`config.mk`:
```
export PLATFORM = sky130hd
export DESIGN_NAME = host_command_responder
export DESIGN_NICKNAME = d
export VERILOG_FILES = /design/src/include/hcr_pkg.sv /design/src/hw/msg_buffer.sv /design/src/hw/led_flasher.sv /design/src/hw/host_command_responder.sv
export SDC_FILE = /design/constraint.sdc
export NUM_CORES = 1
export LEC_CHECK = 0
export ABC_AREA = 1
export BUFFER_PORTS_ARGS = -buffer_cell sky130_fd_sc_hd__buf_4
export CAP_MARGIN = 20
export CORE_MARGIN = 3
export CORE_UTILIZATION = 30
export DETAILED_ROUTE_END_ITERATION = 16
export PLACE_DENSITY = 0.49
export RECOVER_POWER = 25
export SYNTH_ARGS = -nofsm -noshare
export SYNTH_HDL_FRONTEND = slang
export SYNTH_HIERARCHICAL = 1
export SYNTH_SLANG_ARGS = --single-unit
```
`constraint.sdc`:
```
create_clock -name clk_sys -period 2.9 [get_ports clk_sys]
set_clock_uncertainty 0.15 [all_clocks]
set_input_delay 0.435 -clock clk_sys [delete_from_list [all_inputs] [get_ports clk_sys]]
set_output_delay 0.435 -clock clk_sys [all_outputs]
set_load 0.02 [all_outputs]
```
`src/include/hcr_pkg.sv`:
```
// Purpose: shared constants and types for the host command responder
// Assumes: 100 MHz system clock, byte-wide command and response streams
// Notes: opcodes and error numbers other than 15 are local choices
`default_nettype none
package hcr_pkg;
    // timing
    localparam int unsigned CLK_PERIOD_NS = 10;
    localparam int unsigned FLASH_TIME_MS = 250;
    localparam int unsigned NS_PER_MS = 1_000_000;
    localparam int unsigned FLASH_CYCLES = (FLASH_TIME_MS * NS_PER_MS) / CLK_PERIOD_NS;
    // message layout
    localparam int unsigned MAX_MSG_LEN = 16;
    localparam int unsigned IDX_COUNT = 0;
    localparam int unsigned IDX_OP = 1;
    localparam int unsigned IDX_ARG = 2;
    localparam logic [7:0] MIN_MSG_LEN = 8'h02;
    localparam logic [7:0] LEN_SLAVE_CMD = 8'h02;
    localparam logic [7:0] LEN_SHOW_CMD = 8'h03;
    // opcodes
    localparam logic [7:0] OP_ENTER_SLAVE = 8'h20;
    localparam logic [7:0] OP_LEAVE_SLAVE = 8'h21;
    localparam logic [7:0] OP_SHOW_CODE = 8'h30;
    // responses
    localparam logic [7:0] RESP_OK = 8'h01;
    localparam logic [7:0] RESP_ERR = 8'h02;
    localparam logic [7:0] LEN_ACK = 8'h02;
    localparam logic [7:0] LEN_ERR = 8'h03;
    // error numbers
    localparam logic [7:0] ERR_BAD_LENGTH = 8'h01;
    localparam logic [7:0] ERR_UNKNOWN_OP = 8'h02;
    localparam logic [7:0] ERR_BAD_VALUE = 8'h03;
    localparam logic [7:0] ERR_NOT_SLAVE = 8'h10;
    localparam logic [7:0] ERR_ALREADY_SLAVE = 8'h0F;
    // display
    localparam logic [7:0] MAX_SHOWN = 8'h63;
    localparam logic [7:0] DECIMAL_BASE = 8'h0A;
    localparam logic [4:0] INIT_STEPS = 5'h06;
    localparam logic [4:0] GAP_STEPS = 5'h04;

    typedef struct packed {
        logic [3:0] tens;
        logic [3:0] units;
        logic rpt;
    } flash_req_t;

    typedef struct packed {
        logic [7:0] len;
        logic [7:0] kind;
        logic [7:0] code;
    } resp_t;
endpackage
`default_nettype wire

```
`src/hw/msg_buffer.sv`:
```
// Purpose: small fifo between response builder and transmitter
// Assumes: both sides on clk_sys
// Notes: depth two by default, stall on out side back-pressures in side
`default_nettype none
module msg_buffer #(
    parameter int unsigned WIDTH = 8,
    parameter int unsigned DEPTH = 2
) (
    // clock and reset
    input wire logic clk_sys,
    input wire logic rst,
    // fill side
    input wire logic in_valid,
    input wire logic [WIDTH-1:0] in_data,
    output logic in_ready,
    // drain side
    output logic out_valid,
    output logic [WIDTH-1:0] out_data,
    input wire logic out_ready
);
    localparam int unsigned PW = (DEPTH > 1) ? $clog2(DEPTH) : 1;
    localparam logic [PW:0] FULL = (PW + 1)'(DEPTH);
    localparam logic [PW-1:0] LAST = PW'(DEPTH - 1);

    logic [WIDTH-1:0] mem_ff [DEPTH];
    logic [PW-1:0] wr_ff;
    logic [PW-1:0] rd_ff;
    logic [PW:0] cnt_ff;
    logic push;
    logic pop;

    assign in_ready = (cnt_ff != FULL);
    assign out_valid = (cnt_ff != '0);
    assign push = in_valid && in_ready;
    assign pop = out_valid && out_ready;
    assign out_data = mem_ff[rd_ff];

    always_ff @(posedge clk_sys) begin
        if (push) begin
            mem_ff[wr_ff] <= in_data;
        end
    end

    always_ff @(posedge clk_sys or posedge rst) begin
        if (rst) begin
            wr_ff <= '0;
            rd_ff <= '0;
            cnt_ff <= '0;
        end else begin
            if (push) begin
                wr_ff <= (wr_ff == LAST) ? '0 : wr_ff + 1'b1;
            end
            if (pop) begin
                rd_ff <= (rd_ff == LAST) ? '0 : rd_ff + 1'b1;
            end
            cnt_ff <= cnt_ff + (PW + 1)'(push) - (PW + 1)'(pop);
        end
    end
endmodule // msg_buffer
`default_nettype wire

```
`src/hw/led_flasher.sv`:
```
// Purpose: shows two-digit numbers and the start-up pattern on two leds
// Assumes: tick is a one-cycle pulse per flash half-period
// Notes: a new start request overrides whatever is showing
`default_nettype none
module led_flasher (
    // clock and reset
    input wire logic clk_sys,
    input wire logic rst,
    // control
    input wire logic tick,
    input wire logic start,
    input wire hcr_pkg::flash_req_t req,
    // leds
    output logic led_red,
    output logic led_green
);
    typedef enum logic [2:0] {F_INIT, F_RED, F_GREEN, F_GAP, F_IDLE} fstate_t;

    fstate_t state_ff;
    hcr_pkg::flash_req_t req_ff;
    logic [4:0] step_ff;
    logic [4:0] red_last;
    logic [4:0] green_last;

    function automatic fstate_t first_state(input hcr_pkg::flash_req_t r);
        if (r.tens != 4'h0) begin
            return F_RED;
        end else if (r.units != 4'h0) begin
            return F_GREEN;
        end
        return F_GAP;
    endfunction

    assign red_last = {req_ff.tens, 1'b0} - 5'h01;
    assign green_last = {req_ff.units, 1'b0} - 5'h01;

    always_ff @(posedge clk_sys or posedge rst) begin
        if (rst) begin
            state_ff <= F_INIT;
            step_ff <= '0;
            req_ff <= '0;
        end else if (start) begin
            req_ff <= req;
            state_ff <= first_state(req);
            step_ff <= '0;
        end else if (tick) begin
            step_ff <= step_ff + 5'h01;
            unique case (state_ff)
                F_INIT: if (step_ff == hcr_pkg::INIT_STEPS - 5'h01) begin
                    state_ff <= F_IDLE;
                end
                F_RED: if (step_ff == red_last) begin
                    step_ff <= '0;
                    state_ff <= (req_ff.units != 4'h0) ? F_GREEN : F_GAP;
                end
                F_GREEN: if (step_ff == green_last) begin
                    step_ff <= '0;
                    state_ff <= F_GAP;
                end
                F_GAP: if (step_ff == hcr_pkg::GAP_STEPS - 5'h01) begin
                    step_ff <= '0;
                    state_ff <= req_ff.rpt ? first_state(req_ff) : F_IDLE;
                end
                F_IDLE: step_ff <= '0;
            endcase
        end
    end

    // init: red, green, red, green, both, dark
    always_ff @(posedge clk_sys or posedge rst) begin
        if (rst) begin
            led_red <= 1'b0;
            led_green <= 1'b0;
        end else begin
            unique case (state_ff)
                F_INIT: begin
                    led_red <= (step_ff == 5'h00) || (step_ff == 5'h02) || (step_ff == 5'h04);
                    led_green <= (step_ff == 5'h01) || (step_ff == 5'h03) || (step_ff == 5'h04);
                end
                F_RED: begin
                    led_red <= !step_ff[0];
                    led_green <= 1'b0;
                end
                F_GREEN: begin
                    led_red <= 1'b0;
                    led_green <= !step_ff[0];
                end
                F_GAP, F_IDLE: begin
                    led_red <= 1'b0;
                    led_green <= 1'b0;
                end
            endcase
        end
    end
endmodule // led_flasher
`default_nettype wire

```
`src/hw/host_command_responder.sv`:
```
// Purpose: collects host command messages, executes them, returns responses
// Assumes: byte streams come from a same-clock serial receiver/transmitter
// Notes: no timeout while collecting; host waits for each response
`default_nettype none
// Function
// - first message byte is the total byte count; it sets bytes collected.
// - short messages wait forever for missing bytes; no timeout, no partial execution.
// - failed or senseless command returns response with error type as second byte.
// - entering slave mode while already slave raises internal error fifteen.
// - display request flashes red once per tens, then green once per units.
// - internal error number flashes repeatedly in the same tens/units pattern.
// - after reset leds flash alternately, then together.
// - enter-slave command makes the radio open for remote connections.
// - successful command without data answers count two then success type.
module host_command_responder #(
    parameter int unsigned FLASH_CYCLES = hcr_pkg::FLASH_CYCLES,
    parameter int unsigned MAX_LEN = hcr_pkg::MAX_MSG_LEN
) (
    // clock and reset
    input wire logic clk_sys,
    input wire logic rst,
    // command bytes in
    input wire logic rx_valid,
    input wire logic [7:0] rx_data,
    output logic rx_ready,
    // response bytes out
    output logic tx_valid,
    output logic [7:0] tx_data,
    input wire logic tx_ready,
    // radio and indicators
    output logic radio_discoverable,
    output logic led_red,
    output logic led_green
);
    localparam int unsigned AW = $clog2(MAX_LEN);
    localparam int unsigned DW = $clog2(FLASH_CYCLES);
    localparam logic [7:0] MAX_LEN_B = 8'(MAX_LEN);
    localparam logic [DW-1:0] DIV_LAST = DW'(FLASH_CYCLES - 1);

    typedef enum logic [1:0] {M_IDLE, M_COLLECT, M_EXEC, M_RESP} mstate_t;

    mstate_t state_ff;
    logic [7:0] msg_mem_ff [MAX_LEN];
    logic [7:0] len_ff;
    logic [7:0] idx_ff;
    logic slave_ff;
    hcr_pkg::resp_t resp_ff;
    hcr_pkg::resp_t nxt_resp;
    logic [1:0] ridx_ff;
    logic flash_start_ff;
    hcr_pkg::flash_req_t flash_req_ff;
    logic nxt_flash;
    hcr_pkg::flash_req_t nxt_flash_req;
    logic nxt_slave;
    logic [DW-1:0] div_ff;
    logic tick;
    logic rx_fire;
    logic buf_valid;
    logic buf_ready;
    logic buf_fire;
    logic [7:0] buf_data;
    logic resp_last;
    logic [7:0] op;
    logic [7:0] arg;

    function automatic hcr_pkg::resp_t make_err(input logic [7:0] code);
        return '{len: hcr_pkg::LEN_ERR, kind: hcr_pkg::RESP_ERR, code: code};
    endfunction

    function automatic hcr_pkg::flash_req_t split_digits(input logic [7:0] v, input logic rpt);
        logic [7:0] t;
        logic [7:0] u;
        t = v / hcr_pkg::DECIMAL_BASE;
        u = v % hcr_pkg::DECIMAL_BASE;
        return '{tens: t[3:0], units: u[3:0], rpt: rpt};
    endfunction

    assign rx_ready = (state_ff == M_IDLE) || (state_ff == M_COLLECT);
    assign rx_fire = rx_valid && rx_ready;
    assign op = msg_mem_ff[AW'(hcr_pkg::IDX_OP)];
    assign arg = msg_mem_ff[AW'(hcr_pkg::IDX_ARG)];

    // flash half-period divider
    assign tick = (div_ff == DIV_LAST);
    always_ff @(posedge clk_sys or posedge rst) begin
        if (rst) begin
            div_ff <= '0;
        end else begin
            div_ff <= tick ? '0 : div_ff + 1'b1;
        end
    end

    // message collection
    always_ff @(posedge clk_sys) begin
        if (rx_fire && (idx_ff < MAX_LEN_B || state_ff == M_IDLE)) begin
            msg_mem_ff[(state_ff == M_IDLE) ? AW'(hcr_pkg::IDX_COUNT) : idx_ff[AW-1:0]] <= rx_data;
        end
    end

    always_ff @(posedge clk_sys or posedge rst) begin
        if (rst) begin
            state_ff <= M_IDLE;
            len_ff <= '0;
            idx_ff <= '0;
            ridx_ff <= '0;
        end else begin
            unique case (state_ff)
                M_IDLE: if (rx_fire) begin
                    len_ff <= rx_data;
                    idx_ff <= 8'h01;
                    state_ff <= (rx_data <= 8'h01) ? M_EXEC : M_COLLECT;
                end
                M_COLLECT: if (rx_fire) begin
                    idx_ff <= idx_ff + 8'h01;
                    if (idx_ff == len_ff - 8'h01) begin
                        state_ff <= M_EXEC;
                    end
                end
                M_EXEC: begin
                    ridx_ff <= '0;
                    state_ff <= M_RESP;
                end
                M_RESP: if (buf_fire) begin
                    ridx_ff <= ridx_ff + 2'h1;
                    if (resp_last) begin
                        state_ff <= M_IDLE;
                    end
                end
            endcase
        end
    end

    // command execution
    always_comb begin
        nxt_resp = '{len: hcr_pkg::LEN_ACK, kind: hcr_pkg::RESP_OK, code: 8'h00};
        nxt_flash = 1'b0;
        nxt_flash_req = flash_req_ff;
        nxt_slave = slave_ff;
        if (len_ff < hcr_pkg::MIN_MSG_LEN || len_ff > MAX_LEN_B) begin
            nxt_resp = make_err(hcr_pkg::ERR_BAD_LENGTH);
        end else begin
            unique case (op)
                hcr_pkg::OP_ENTER_SLAVE: begin
                    if (len_ff != hcr_pkg::LEN_SLAVE_CMD) begin
                        nxt_resp = make_err(hcr_pkg::ERR_BAD_LENGTH);
                    end else if (slave_ff) begin
                        nxt_resp = make_err(hcr_pkg::ERR_ALREADY_SLAVE);
                        nxt_flash = 1'b1;
                        nxt_flash_req = split_digits(hcr_pkg::ERR_ALREADY_SLAVE, 1'b1);
                    end else begin
                        nxt_slave = 1'b1;
                    end
                end
                hcr_pkg::OP_LEAVE_SLAVE: begin
                    if (len_ff != hcr_pkg::LEN_SLAVE_CMD) begin
                        nxt_resp = make_err(hcr_pkg::ERR_BAD_LENGTH);
                    end else if (!slave_ff) begin
                        nxt_resp = make_err(hcr_pkg::ERR_NOT_SLAVE);
                    end else begin
                        nxt_slave = 1'b0;
                    end
                end
                hcr_pkg::OP_SHOW_CODE: begin
                    if (len_ff != hcr_pkg::LEN_SHOW_CMD) begin
                        nxt_resp = make_err(hcr_pkg::ERR_BAD_LENGTH);
                    end else if (arg > hcr_pkg::MAX_SHOWN) begin
                        nxt_resp = make_err(hcr_pkg::ERR_BAD_VALUE);
                    end else begin
                        nxt_flash = 1'b1;
                        nxt_flash_req = split_digits(arg, 1'b0);
                    end
                end
                default: nxt_resp = make_err(hcr_pkg::ERR_UNKNOWN_OP);
            endcase
        end
    end

    always_ff @(posedge clk_sys or posedge rst) begin
        if (rst) begin
            resp_ff <= '0;
            slave_ff <= 1'b0;
            flash_start_ff <= 1'b0;
            flash_req_ff <= '0;
        end else begin
            flash_start_ff <= 1'b0;
            if (state_ff == M_EXEC) begin
                resp_ff <= nxt_resp;
                slave_ff <= nxt_slave;
                flash_start_ff <= nxt_flash;
                flash_req_ff <= nxt_flash_req;
            end
        end
    end

    assign radio_discoverable = slave_ff;

    // response serialisation
    always_comb begin
        unique case (ridx_ff)
            2'h0: buf_data = resp_ff.len;
            2'h1: buf_data = resp_ff.kind;
            default: buf_data = resp_ff.code;
        endcase
    end

    assign buf_valid = (state_ff == M_RESP);
    assign buf_fire = buf_valid && buf_ready;
    assign resp_last = ({6'h00, ridx_ff} == resp_ff.len - 8'h01);

    msg_buffer #(
        .WIDTH(8),
        .DEPTH(2)
    ) u_resp_buf (
        .clk_sys(clk_sys),
        .rst(rst),
        .in_valid(buf_valid),
        .in_data(buf_data),
        .in_ready(buf_ready),
        .out_valid(tx_valid),
        .out_data(tx_data),
        .out_ready(tx_ready)
    );

    led_flasher u_flasher (
        .clk_sys(clk_sys),
        .rst(rst),
        .tick(tick),
        .start(flash_start_ff),
        .req(flash_req_ff),
        .led_red(led_red),
        .led_green(led_green)
    );
endmodule // host_command_responder
`default_nettype wire

```
**Word level (Yosys, flattened, before mapping)**

Memory sizes are Yosys's and may differ from the RTL's.
Index checks and enable logic that the tools add are counted.

- Bits of input ports: 12
- Memory bits (writable): 144
- Memories: 2
- Output and inout bits: 13
- Bits in registers: 103

Memory list:

| name | words | width | rd ports | clocked after Yosys merged registers in | write ports | line | text |
|---|---|---|---|---|---|---|---|
| msg_mem_ff | 16 | 8 | 2 | 0 | 1 | host_command_responder.sv:43 | `logic [7:0] msg_mem_ff [MAX_LEN];` |
| u_resp_buf.mem_ff | 2 | 8 | 1 | 0 | 1 | msg_buffer.sv:25 | `logic [WIDTH-1:0] mem_ff [DEPTH];` |

- Bitwise gates (word level): 1
- $lt $le $gt $ge: 5
- Muxes and demuxes: 76
- Add/subtract/negate cells: 12
- Reduce and logical (&&, ||, !) cells: 36
- Divide/modulo/power cells: 2
- Equal/unequal tests: 38

Operator list:

| kind | number |
|---|---|
| 17-bit 2-to-1 mux | 6 |
| 24-bit one-hot mux with 3 select lines | 1 |
| 3-bit 2-to-1 mux | 13 |
| 9-bit 2-to-1 mux | 4 |
| 8-bit one-hot mux with 2 select lines | 2 |
| 25-bit by 1-bit adder with 25-bit output (second input constant) | 1 |
| 25-bit equality test (second input constant) | 1 |
| 25-bit 2-to-1 mux | 1 |
| 5-bit 2-to-1 mux | 5 |
| 8-bit by 6-bit equality test with 1-bit output (second input constant) | 3 |
| 1-bit 2-to-1 mux | 24 |
| 24-bit 2-to-1 mux | 1 |
| 2-bit != test (second input constant) | 10 |
| 5-bit one-hot mux with 4 select lines | 1 |
| 9-bit one-hot mux with 2 select lines | 1 |
| 8-bit 2-to-1 mux | 2 |
| 8-bit by 2-bit != test with 1-bit output (second input constant) | 2 |
| 4-bit nonzero test | 4 |
| 8-bit by 1-bit subtractor with 8-bit output (second input constant) | 2 |
| 2-bit 2-to-1 mux | 7 |
| 3-bit by 2-bit != test with 1-bit output (second input constant) | 4 |
| 3-bit one-hot mux with 4 select lines | 1 |
| 2-bit nonzero test | 6 |
| 5-bit by 2-bit equality test with 1-bit output (second input constant) | 2 |
| other kinds (44) | 66 |

**Longest topological paths before layout**

Gate-level depths: netlist of run 1.

- Depth in word-level cells: 13
- Gate-level depth with buffers: 22

**Cells and area by module**

Netlist of run 1, hierarchy kept.

Modules (own cells, without submodules):

| module | times used | cells an instance | seq. area each (um^2) | area an instance (um^2) |
|---|---|---|---|---|
| host_command_responder | 1 | 509 | 2057.0 | 4388.0 |
| led_flasher | 1 | 198 | 475.5 | 1367.6 |
| msg_buffer | 1 | 74 | 580.6 | 822.0 |

**Worst setup path before layout of run 1**

OpenSTA, ideal clock, no wires.

- Kind: reg-to-reg
- Start: register, netlist name state_ff[0]
- End: memory msg_mem_ff[2][0] (enable)
- Required time: 2355 ps
- Library setup time: 395 ps
- Cell stages (with the launch flop): 9
- Data arrival time: 2147 ps
- Buffers on the path: 0
- Slack: 209 ps
- Cell sequence: dfrtp_1 inv_1 ha_1 inv_1 nand2_1 nand2_1 inv_1 o21ai_0 nor4_1

RTL lines:

| element | line |
|---|---|
| to (decl) | host_command_responder.sv:43 |

**Final worst setup path of run 1**

- Start: register div_ff[0]
- End: register div_ff[24]

- Longest elaborated chain between the ends: 2

RTL lines:

| element | line | text |
|---|---|---|
| from (decl) | host_command_responder.sv:55 | `logic [DW-1:0] div_ff;` |
| from (signal assigned) | host_command_responder.sv:89 | `div_ff <= tick ? '0 : div_ff + 1'b1;` |
| 25-bit by 1-bit adder with 25-bit output or 25-bit equality test (tied branches) | host_command_responder.sv:89, host_command_responder.sv:84 |  |
| 25-bit 2-to-1 mux (*) | host_command_responder.sv:89 |  |

Mark *: on every way between the ends. The rest lies on a longest branch, timed or not.
A chain may end at the register's enable or synchronous reset.

==> impl_results.md, run 1 <==
* Final setup margin at 0.254 ns
* Pre-CTS setup slack at 0.117 ns
* Initial core utilization at 30.9%
* Global-route wire length before repair at 24400 um
* Nets at 864
* Hold worst-path end: len_ff[6]
* Largest net degree at the start of global routing at 64
* Max Fclk at 0.378 GHz
* Max VDD drop at 370 uV
* Starting DRT DRC Count at 208
* Mapped Area at 6580 um^2
* H-Tree Depth at 4
* RR Endpoint: div_ff[24]
* Hold Path Stages at 2
* DP HPWL at 10200 um
* All-Layer GR Usage at 12.5%
* CP Capture Type: flip-flop
* HP Start: rx_valid
* Worst-Margin Slew at 0.758 ns
* Final Setup Violations at 0
* Fill count at 2207
* Warnings from Yosys at 6
* R2R depth at 12
* Initial antenna violation count at 0
* Via count at 5029
* Root Driver: clkbuf_16
* DR pass1 iterations at 4
* WL per Instance at 12.4 um
* N_diodes at 0
* Fin crit period at 2.65 ns
* Antenna Nets Post-Route at 0
* Vias per inst at 4.49
* Hold Path Class: in -> reg
* CTS tree: yes
* Final TNS setup at 0 ns
* Final Max Tran Viols at 0
* I/O pin cnt at 25
* Row cnt at 53
* Clk sinks at 118
* Clock transition at path regs at 0.06 ns
* Avg Inst Size Synth at 8.42 um^2
* Hold Slack at 0.0950 ns
* Fin crit share at 91.2%
* Routability cong. at 0.787
* P_int at 3.83 mW
* Worst skew pair latency at 0.42 ns
* CP required at 3.05 ns
* Layout cells sized above 1 at 15.0%
* Most common cell after layout, fill and taps aside: nand2_1
* Syn Inst Count at 781
* P_sw at 1.74 mW
* Clk buf depth at 2
* CP arrival at 2.79 ns
* CP Cell Sequence: ha_2, nand3_2, nor3_4, nand3_2, nor2_1, nand4_1, nor3_2, nand2_2, nor4_4, nand3_2, nor3_1, nor3_2
* PD cells at 714 nW/um^2
* Sequential Power Share at 37.3%
* Status: completed
* Synth-to-layout area growth at 18.5%
* Worst path most repeated cell: nand3_2
* Maximum fanout along the worst path at 3
* Clock power frac at 40.3%
* Comb power frac at 22.5%
* Reg2reg start: div_ff[0]
* Max stage delay on crit path at 0.37 ns
* DRC at 0
* FF+latch area at 3110 um^2
* Port bufs at 24
* Max-cap violations at 0
* Die ar. at 23700 um^2
* Die W at 154 um
* Setup CP Type: reg -> reg
* Most frequent cells in the layout: nand2_1 (172), inv_1 (110), dfrtp_1 (86), nor2_1 (72), nand3_1 (47)
* Die Y at 154 um
* Vias in the first global route at 5136
* Seq cells post-synth at 118
* Relative slew slack at 49.4%
* Setup slack, reg-to-reg at 0.25 ns
* Overflow after GRT at 0
* Final core utilization at 36.6%
* DRT Wirelength at 13900 um
* Startpoint Class: flip-flop
* Seq/Total Area, Yosys at 47.3%
* Pleak at 3.64 nW
* Area of the multi-input gates at 3030 um^2
* Worst path slowest cell: dfrtp_1
* Netlist cell types at 57
* Core ar. at 21300 um^2
* Num CTS Buffers at 17
* Fin. Hold Viols at 0
* Sw Share at 31.3%
## worst max-delay path by stage
stage | start | to | slack [ns] | cells past startpoint
final | div_ff[0] | div_ff[24] | 0.25 | 12
after global routing | div_ff[0] | div_ff[24] | -0.01 | 12
after CTS | len_ff[2] | flash_req_ff[3] | 0.11 | 12
after detailed placement | len_ff[2] | flash_req_ff[3] | 0.12 | 12
after global placement | len_ff[2] | flash_req_ff[3] | 0.08 | 12
after floorplan | state_ff[0] | msg_mem_ff[2][0] | 0.21 | 8
## layer usage
layer  wire length, um  vias to the layer above  global-route usage [%]
met2              6410                       47                    19.4
met3               335                        7                    3.32
met4               104                        0                    3.41
met5                 0                        -                       0
li1                  -                     2661                       -
met1              7050                     2314                    17.3
## registers in the layout, indices dropped and copies added, names as in the netlist, 2 cells and up
signal              flops
idx_ff                  8
msg_mem_ff             16
state_ff                2
u_flasher/state_ff      3
u_flasher/req_ff        9
ridx_ff                 2
u_resp_buf/cnt_ff       2
resp_ff                 7
div_ff                 25
u_flasher/step_ff       5
flash_req_ff            9
u_resp_buf/mem_ff      16
len_ff                  8
## power by group through the flow
stage / Combinational (mW) / Clock, mW / Sequential (mW)
3_5_place_dp: 1.27 / 0 / 2.10
5_1_grt: 1.45 / 2.41 / 2.10
4_1_cts: 1.28 / 2.31 / 2.08
3_3_place_gp: 1.28 / 0 / 2.11
6_report: 1.25 / 2.24 / 2.08
2_1_floorplan: 0.944 / 0 / 2.05
## cell families (layout without fill, tap and decap cells)
family                   Yosys count  in the layout  share of synthesized area [%]
XOR/XNOR                          25             25                           3.33
flip-flops                       118            118                           47.3
AND/OR/NAND/NOR                  387            387                           28.0
multiplexers                       1              1                          0.171
AO/OA/AOI/OAI                    102            102                           9.59
other                              1              6                         0.0570
adder cells (fa/ha/maj)           21             21                           3.99
buffers and inverters            126            184                           7.57
## cell type report
type | count | share of cell area, %
Clock buffer | 18 | 5.63
Timing Repair Buffer | 32 | 2.84
Clock inverter | 14 | 2.54
Tap cell | 275 | 4.41
Multi-Input combinational cell | 542 | 38.8
Sequential cell | 118 | 39.9
Inverter | 120 | 5.81
## timing repair
action / in CTS / in global routing
setup endpoints to repair: 0 / 7
hold endpoints to repair: 67 / 0
hold buffers: 1 / 0
gates resized for setup: 0 / 8
setup buffers: 0 / 2
## synth_stat cells (all sizes together)
library cell	count	area, um^2
nand2	193	795
inv	120	453
dfrtp	86	2150
nor2	84	353
nand3	57	340
o21ai	43	226
edfxtp	32	961
a21oi	29	160
nor3	23	135
xor2	23	201
ha	21	263
nor4	12	90.1
nand4	8	56.3
nor3b	5	37.5
a22oi	3	22.5
a31oi	3	18.8
buf	3	33.8
clkbuf	3	11.3
o211ai	3	27.5
o21bai	3	26.3
o22ai	3	18.8
a211oi	2	15.0
a21o	2	17.5
a32o	2	20.0
and3	2	12.5
xnor2	2	17.5
a22o	1	8.76
a311oi	1	8.76
a31o	1	8.76
a32oi	1	8.76
conb	1	3.75
mux2	1	11.3
nand3b	1	7.51
o2111ai	1	8.76
o21a	1	7.51
o22a	1	8.76
o311ai	1	8.76
o32ai	1	8.76
or2	1	6.26
or3	1	6.26
## critical path: cells and delay by family (launching register included)
| kind | cells | cell delay (ns) |
|---|---|---|
| flip-flops | 1 | 0.37 |
| adder cells (fa/ha/maj) | 1 | 0.21 |
| AND/OR/NAND/NOR | 11 | 1.79 |
## stage by stage
stage / instance area (um^2) / instances / power, mW
floorplan: 6600 / 786 / 2.99
global route: 7790 / 1119 / 5.95
global placement: 7130 / 1084 / 3.38
detailed placement: 7130 / 1084 / 3.37
CTS: 7780 / 1117 / 5.66
finish: 7790 / 1119 / 5.57
Note: power is estimated with default switching activity, not from simulation.
==> run 2: changes to the inputs <==
--- a/config.mk
+++ b/config.mk
@@ -10,8 +10,9 @@
 export CAP_MARGIN = 20
 export CORE_MARGIN = 3
 export CORE_UTILIZATION = 30
+export CTS_CLUSTER_SIZE = 24
 export DETAILED_ROUTE_END_ITERATION = 16
-export PLACE_DENSITY = 0.49
+export PLACE_DENSITY = 0.47
 export RECOVER_POWER = 25
 export SYNTH_ARGS = -nofsm -noshare
 export SYNTH_HDL_FRONTEND = slang
==> impl_results.md, run 2 (synthesized netlist as in run 1, its figures left out) <==
* Largest net degree at the start of global routing at 64 (unchanged)
* Initial core utilization at 30.9% (unchanged)
* Worst skew pair latency at 0.41 ns (was 0.42 ns)
* Post-Layout Cell Count at 1120 (was 1119)
* Unrepaired setup endpoints after global routing: false
* Max Fclk at 0.391 GHz (was 0.378 GHz)
* Hold Slack at 0.111 ns (was 0.0950 ns)
* Critical Path End: div_ff[24] (unchanged)
* Via count at 5139 (was 5029)
* Final TNS setup at 0 ns (unchanged)
* Clk sinks at 118 (unchanged)
* Max FFs per register at 25 (unchanged)
* Setup CP Type: reg -> reg (unchanged)
* CTS tree: yes (unchanged)
* CP arrival at 2.73 ns (was 2.79 ns)
* GR peak layer: met2 (unchanged)
* Num CTS Buffers at 17 (unchanged)
* Fin crit share at 88.2% (was 91.2%)
* Most common cell after layout, fill and taps aside: nand2_1 (unchanged)
* N_diodes at 0 (unchanged)
* Die W at 154 um (unchanged)
* DR pass1 iterations at 4 (unchanged)
* H-Tree Depth at 4 (unchanged)
* Max-cap violations at 1 (was 0)
* WL per Instance at 12.7 um (was 12.4 um)
* Initial antenna violation count at 0 (unchanged)
* Final Max Tran Viols at 64 (was 0)
* RR Endpoint: div_ff[24] (unchanged)
* Pleak at 3.62 nW (was 3.64 nW)
* DP HPWL at 10500 um (was 10200 um)
* CP required at 3.08 ns (was 3.05 ns)
* R2R depth at 13 (was 12)
* Vias per inst at 4.59 (was 4.49)
* Global routing usage on met3 at 3.35% (was 3.32%)
* Vias in the first global route at 5071 (was 5136)
* Maximum fanout along the worst path at 4 (was 3)
* Routability cong. at 0.790 (was 0.787)
* Final Setup Violations at 0 (unchanged)
* GR Util met2 at 19.6% (was 19.4%)
* Antenna Nets Post-Route at 0 (unchanged)
* CP Cell Sequence: ha_1, nand3_1, nor3_2, nand3_1, nor2_1, nand4_1, nor3_2, nand2_1, nor4_4, nand3_2, nor2_1, nor2_1, nor3_1 (was ha_2, nand3_2, nor3_4, nand3_2, nor2_1, nand4_1, nor3_2, nand2_2, nor4_4, nand3_2, nor3_1, nor3_2)
* Fin. Hold Viols at 0 (unchanged)
* Status: finished with violations (was completed)
* Nets at 865 (was 864)
* All-Layer GR Usage at 12.6% (was 12.5%)
* Global-route wire length before repair at 24500 um (was 24400 um)
* Overflow after GRT at 0 (unchanged)
* CP Launch Point: div_ff[0] (unchanged)
* Starting DRT DRC Count at 195 (was 208)
* Worst-Margin Slew at 1.63 ns (was 0.758 ns)
* Post-CTS setup buffers at 0 (unchanged)
* Core ar. at 21300 um^2 (unchanged)
* Worst path slowest cell: dfrtp_1 (unchanged)
* Die Y at 154 um (unchanged)
* DRC at 0 (unchanged)
* Layout cells sized above 1 at 14.2% (was 15.0%)
* GR Util met1 at 17.2% (was 17.3%)
* Port bufs at 24 (unchanged)
* Max VDD drop at 286 uV (was 370 uV)
* Relative slew slack at -8.68% (was 49.4%)
* Setup slack, reg-to-reg at 0.34 ns (was 0.25 ns)
* Clock transition at path regs at 0.06 ns (about the same)
* Placed Instances at 1087 (was 1084)
* Root Driver: clkbuf_16 (unchanged)
* Most frequent cells in the layout: nand2_1 (172), inv_1 (110), dfrtp_1 (86), nor2_1 (73), nand3_1 (49) (was nand2_1 (172), inv_1 (110), dfrtp_1 (86), nor2_1 (72), nand3_1 (47))
* Clk buf depth at 2 (unchanged)
* Synth-to-layout area growth at 17.3% (was 18.5%)
* DRT Wirelength at 14300 um (was 13900 um)
* Hold Path Class: in -> reg (unchanged)
* Fill count at 2167 (was 2207)
* Fin crit period at 2.56 ns (was 2.65 ns)
* Failing checks: max-capacitance violations, max-slew violations
* Startpoint Class: flip-flop (unchanged)
* CP Capture Type: flip-flop (unchanged)
* Largest Register: div_ff (unchanged)
* PD cells at 705 nW/um^2 (was 714 nW/um^2)
* Max stage delay on crit path at 0.36 ns (was 0.37 ns)
* Reg2reg start: div_ff[0] (unchanged)
* I/O pin cnt at 25 (unchanged)
* Row cnt at 53 (unchanged)
* Worst path most repeated cell: nor2_1 (was nand3_2)
* Die ar. at 23700 um^2 (unchanged)
-- run 2: cell types whose count changed in the layout (fill, tap and decap cells not counted), sizes merged --
cell    delta
bufinv     -1
clkbuf     +2
clkinv     +3
inv        -3
-- run 2: worst min-delay path by stage --
stage	cells past startpoint	end	startpoint	slack, ns
global placement	2	u_resp_buf/rd_ff	rst	0.23
CTS	1	msg_mem_ff[2][6]	rx_data[6]	0.05
detailed placement	2	u_resp_buf/rd_ff	rst	0.23
global route	2	len_ff[6]	rx_valid	0.11
finish	2	len_ff[6]	rx_valid	0.11
floorplan	1	u_resp_buf/cnt_ff[0]	rst	0.05
-- run 2: area by class of cell --
class	count	area, um^2	area share, %
clock buffer	19	433	5.61
clock inverter	13	156	2.03
inverter	120	453	5.87
multi-input combinational	542	3000	38.9
sequential	118	3110	40.4
tap	275	344	4.46
timing repair buffer	33	214	2.77
-- run 2: critical path: cells and delay by family, from the launching register on --
family | cells | cell delay (ns)
and+or+nand+nor | 12 | 1.77
DFF | 1 | 0.36
adders and majority gates | 1 | 0.19
-- run 2: metal layers --
metal  part of all wire [%]  vias to the layer above
li1                       -                     2667
met1                     49                     2396
met2                     46                       61
met3                    3.5                       15
met4                    1.5                        0
met5                      0                        -
-- run 2: what timing repair did --
action | in CTS | in global routing
hold endpoints to repair | 67 | 0
hold buffers | 1 | 0
setup endpoints to repair | 0 | 2
gates resized for setup | 0 | 2
-- run 2: through the flow --
step	setup WS (ns)	util [%]	power, mW	instance area [um^2]
final	0.344	36.2	5.44	7710
after global routing	0.0363	36.2	5.80	7710
after CTS	0.187	36.4	5.53	7750
after detailed placement	0.218	33.6	3.38	7150
after global placement	0.303	33.6	3.39	7150
after floorplan	0.209	-	2.99	6600
-- run 2: power by group --
| part | internal, mW | switching (mW) | leakage [nW] | total (mW) |
|---|---|---|---|---|
| combinational | 0.446 | 0.806 | 1.92 | 1.25 |
| sequential | 1.92 | 0.163 | 1.42 | 2.08 |
| clock | 1.34 | 0.763 | 0.275 | 2.11 |
==> run 3: changes to the inputs <==
--- a/config.mk
+++ b/config.mk
@@ -6,13 +6,12 @@
 export NUM_CORES = 1
 export LEC_CHECK = 0
 export ABC_AREA = 1
-export BUFFER_PORTS_ARGS = -buffer_cell sky130_fd_sc_hd__buf_4
 export CAP_MARGIN = 20
 export CORE_MARGIN = 3
 export CORE_UTILIZATION = 30
-export CTS_CLUSTER_SIZE = 24
 export DETAILED_ROUTE_END_ITERATION = 16
-export PLACE_DENSITY = 0.47
+export DONT_BUFFER_PORTS = 1
+export PLACE_DENSITY = 0.46
 export RECOVER_POWER = 25
 export SYNTH_ARGS = -nofsm -noshare
 export SYNTH_HDL_FRONTEND = slang
==> impl_results.md, run 3 (synthesized netlist as in run 1, its figures left out) <==
* Final TNS setup at 0 ns (unchanged)
* Unrepaired setup endpoints after global routing: false (unchanged)
* Clock transition at path regs at 0.06 ns (about the same)
* CP required at 3.06 ns (was 3.08 ns)
* Max FFs per register at 25 (unchanged)
* CP arrival at 2.78 ns (was 2.73 ns)
* Fin crit share at 90.2% (was 88.2%)
* Die Y at 154 um (unchanged)
* Largest Register: div_ff (unchanged)
* Status: completed (was finished with violations)
* Worst-Margin Slew at 1.21 ns (was 1.63 ns)
* Synth-to-layout area growth at 15.9% (was 17.3%)
* H-Tree Depth at 4 (unchanged)
* CP Capture Type: flip-flop (unchanged)
* R2R depth at 12 (was 13)
* Clk sinks at 118 (unchanged)
* Largest net degree at the start of global routing at 31 (was 64)
* Reg2reg start: len_ff[2] (was div_ff[0])
* Final core utilization at 35.8% (was 36.2%)
* Most frequent cells in the layout: nand2_1 (173), inv_1 (111), dfrtp_1 (86), nor2_1 (74), nand3_1 (49) (was nand2_1 (172), inv_1 (110), dfrtp_1 (86), nor2_1 (73), nand3_1 (49))
* DR pass1 iterations at 4 (unchanged)
* Max Fclk at 0.382 GHz (was 0.391 GHz)
* N_diodes at 0 (unchanged)
* RR Endpoint: flash_req_ff[3] (was div_ff[24])
* Pleak at 3.56 nW (was 3.62 nW)
* Most common cell after layout, fill and taps aside: nand2_1 (unchanged)
* DRT Wirelength at 14200 um (was 14300 um)
* Nets at 850 (was 865)
* Hold Path Class: in -> reg (unchanged)
* Maximum fanout along the worst path at 8 (was 4)
* Core ar. at 21300 um^2 (unchanged)
* Highest routed layer: met4 (unchanged)
* Setup CP Type: reg -> reg (unchanged)
* Layout cells sized above 1 at 12.3% (was 14.2%)
* Cell area after layout at 7620 um^2 (was 7710 um^2)
* WL per Instance at 12.8 um (was 12.7 um)
* Startpoint Class: flip-flop (unchanged)
* Relative slew slack at 19.4% (was -8.68%)
* Final setup margin at 0.283 ns (was 0.344 ns)
* Critical Path End: flash_req_ff[3] (was div_ff[24])
* Max-cap violations at 0 (was 1)
* Pre-CTS setup slack at 0.242 ns (was 0.218 ns)
* DRC at 0 (unchanged)
* PD cells at 688 nW/um^2 (was 705 nW/um^2)
* CP Launch Point: len_ff[2] (was div_ff[0])
* Vias in the first global route at 4926 (was 5071)
* Port bufs at 0 (was 24)
* Row cnt at 53 (unchanged)
* Num CTS Buffers at 17 (unchanged)
* Antenna Nets Post-Route at 0 (unchanged)
* Root Driver: clkbuf_16 (unchanged)
* I/O pin cnt at 25 (unchanged)
* Routability cong. at 0.809 (was 0.790)
* Fin crit period at 2.62 ns (was 2.56 ns)
* Initial core utilization at 30.9% (unchanged)
* All-Layer GR Usage at 12.4% (was 12.6%)
* Placed cell area at 6960 um^2 (was 7150 um^2)
* Fin. Hold Viols at 0 (unchanged)
* Vias per inst at 4.51 (was 4.59)
* CTS tree: yes (unchanged)
* Die ar. at 23700 um^2 (unchanged)
* Met2 wire len at 6310 um (was 6610 um)
* DP HPWL at 10700 um (was 10500 um)
* Via count at 4982 (was 5139)
* Worst skew pair latency at 0.41 ns (about the same)
* Final Setup Violations at 0 (unchanged)
* Clk buf depth at 2 (unchanged)
* Max VDD drop at 445 uV (was 286 uV)
* Initial antenna violation count at 0 (unchanged)
* Global-route wire length before repair at 24000 um (was 24500 um)
* Setup slack, reg-to-reg at 0.28 ns (was 0.34 ns)
* Final Max Tran Viols at 0 (was 64)
* Overflow after GRT at 0 (unchanged)
* Die W at 154 um (unchanged)
* Routed length on met3 at 568 um (was 502 um)
* DRT met1 WL at 7070 um (was 6930 um)
* Starting DRT DRC Count at 189 (was 195)
## run 3: metal layers
layer,vias up,global-route usage [%]
met1,2280,16.8
met4,0,4.42
met3,15,3.41
met5,-,0
met2,65,19.2
li1,2622,-
## run 3: where the power goes
part	total, mW	switching [mW]	internal [mW]
logic	1.16	0.791	0.370
clock network	2.00	0.753	1.25
registers	2.08	0.163	1.92
## run 3: worst min-delay path by stage
stage,from,to,slack (ns),depth (start not counted)
after floorplan,rst,u_resp_buf/cnt_ff[0],0.05,1
after CTS,tx_ready,u_resp_buf/rd_ff,0.0008,2
final,tx_ready,u_resp_buf/rd_ff,0.02,2
after global routing,rx_data[5],len_ff[5],0.006,1
after detailed placement,rst,u_resp_buf/cnt_ff[0],0.08,1
after global placement,rst,u_resp_buf/cnt_ff[0],0.08,1
## run 3: worst max-delay path, stage by stage, from the launching register on
cell and delay (ns):
dfrtp_1 0.41, inv_1 0.08, nand2_1 0.12, nor3_2 0.26, nor2_1 0.07, a311oi_1 0.35, nand2_2 0.20, nor3_1 0.19
nand4_1 0.16, nor2_1 0.29, nand3_1 0.13, nand2_1 0.07, inv_1 0.03
## run 3: stage by stage
step / total power [mW] / cells / hold slack (ns)
2_1_floorplan: 2.99 / 786 / 0.0511
3_3_place_gp: 3.28 / 1063 / 0.0804
3_5_place_dp: 3.27 / 1063 / 0.0775
4_1_cts: 5.32 / 1105 / 0.000820
5_1_grt: 5.60 / 1105 / 0.00598
6_report: 5.24 / 1105 / 0.0232
## run 3: layout make-up
class                           instances  area (um^2)
Multi-Input combinational cell        542         2990
Tap cell                              275          344
Clock inverter                         15          139
Inverter                              120          452
Sequential cell                       118         3110
Fill cell                            2201        13700
Timing Repair Buffer                   18          160
Clock buffer                           17          425
## run 3: timing repair
action                                 CTS  global route
gates resized for setup                  0             1
endpoints found under the hold margin   68             0
setup buffers                            0             0
hold buffers                            10             0
setup endpoints to repair                0             1
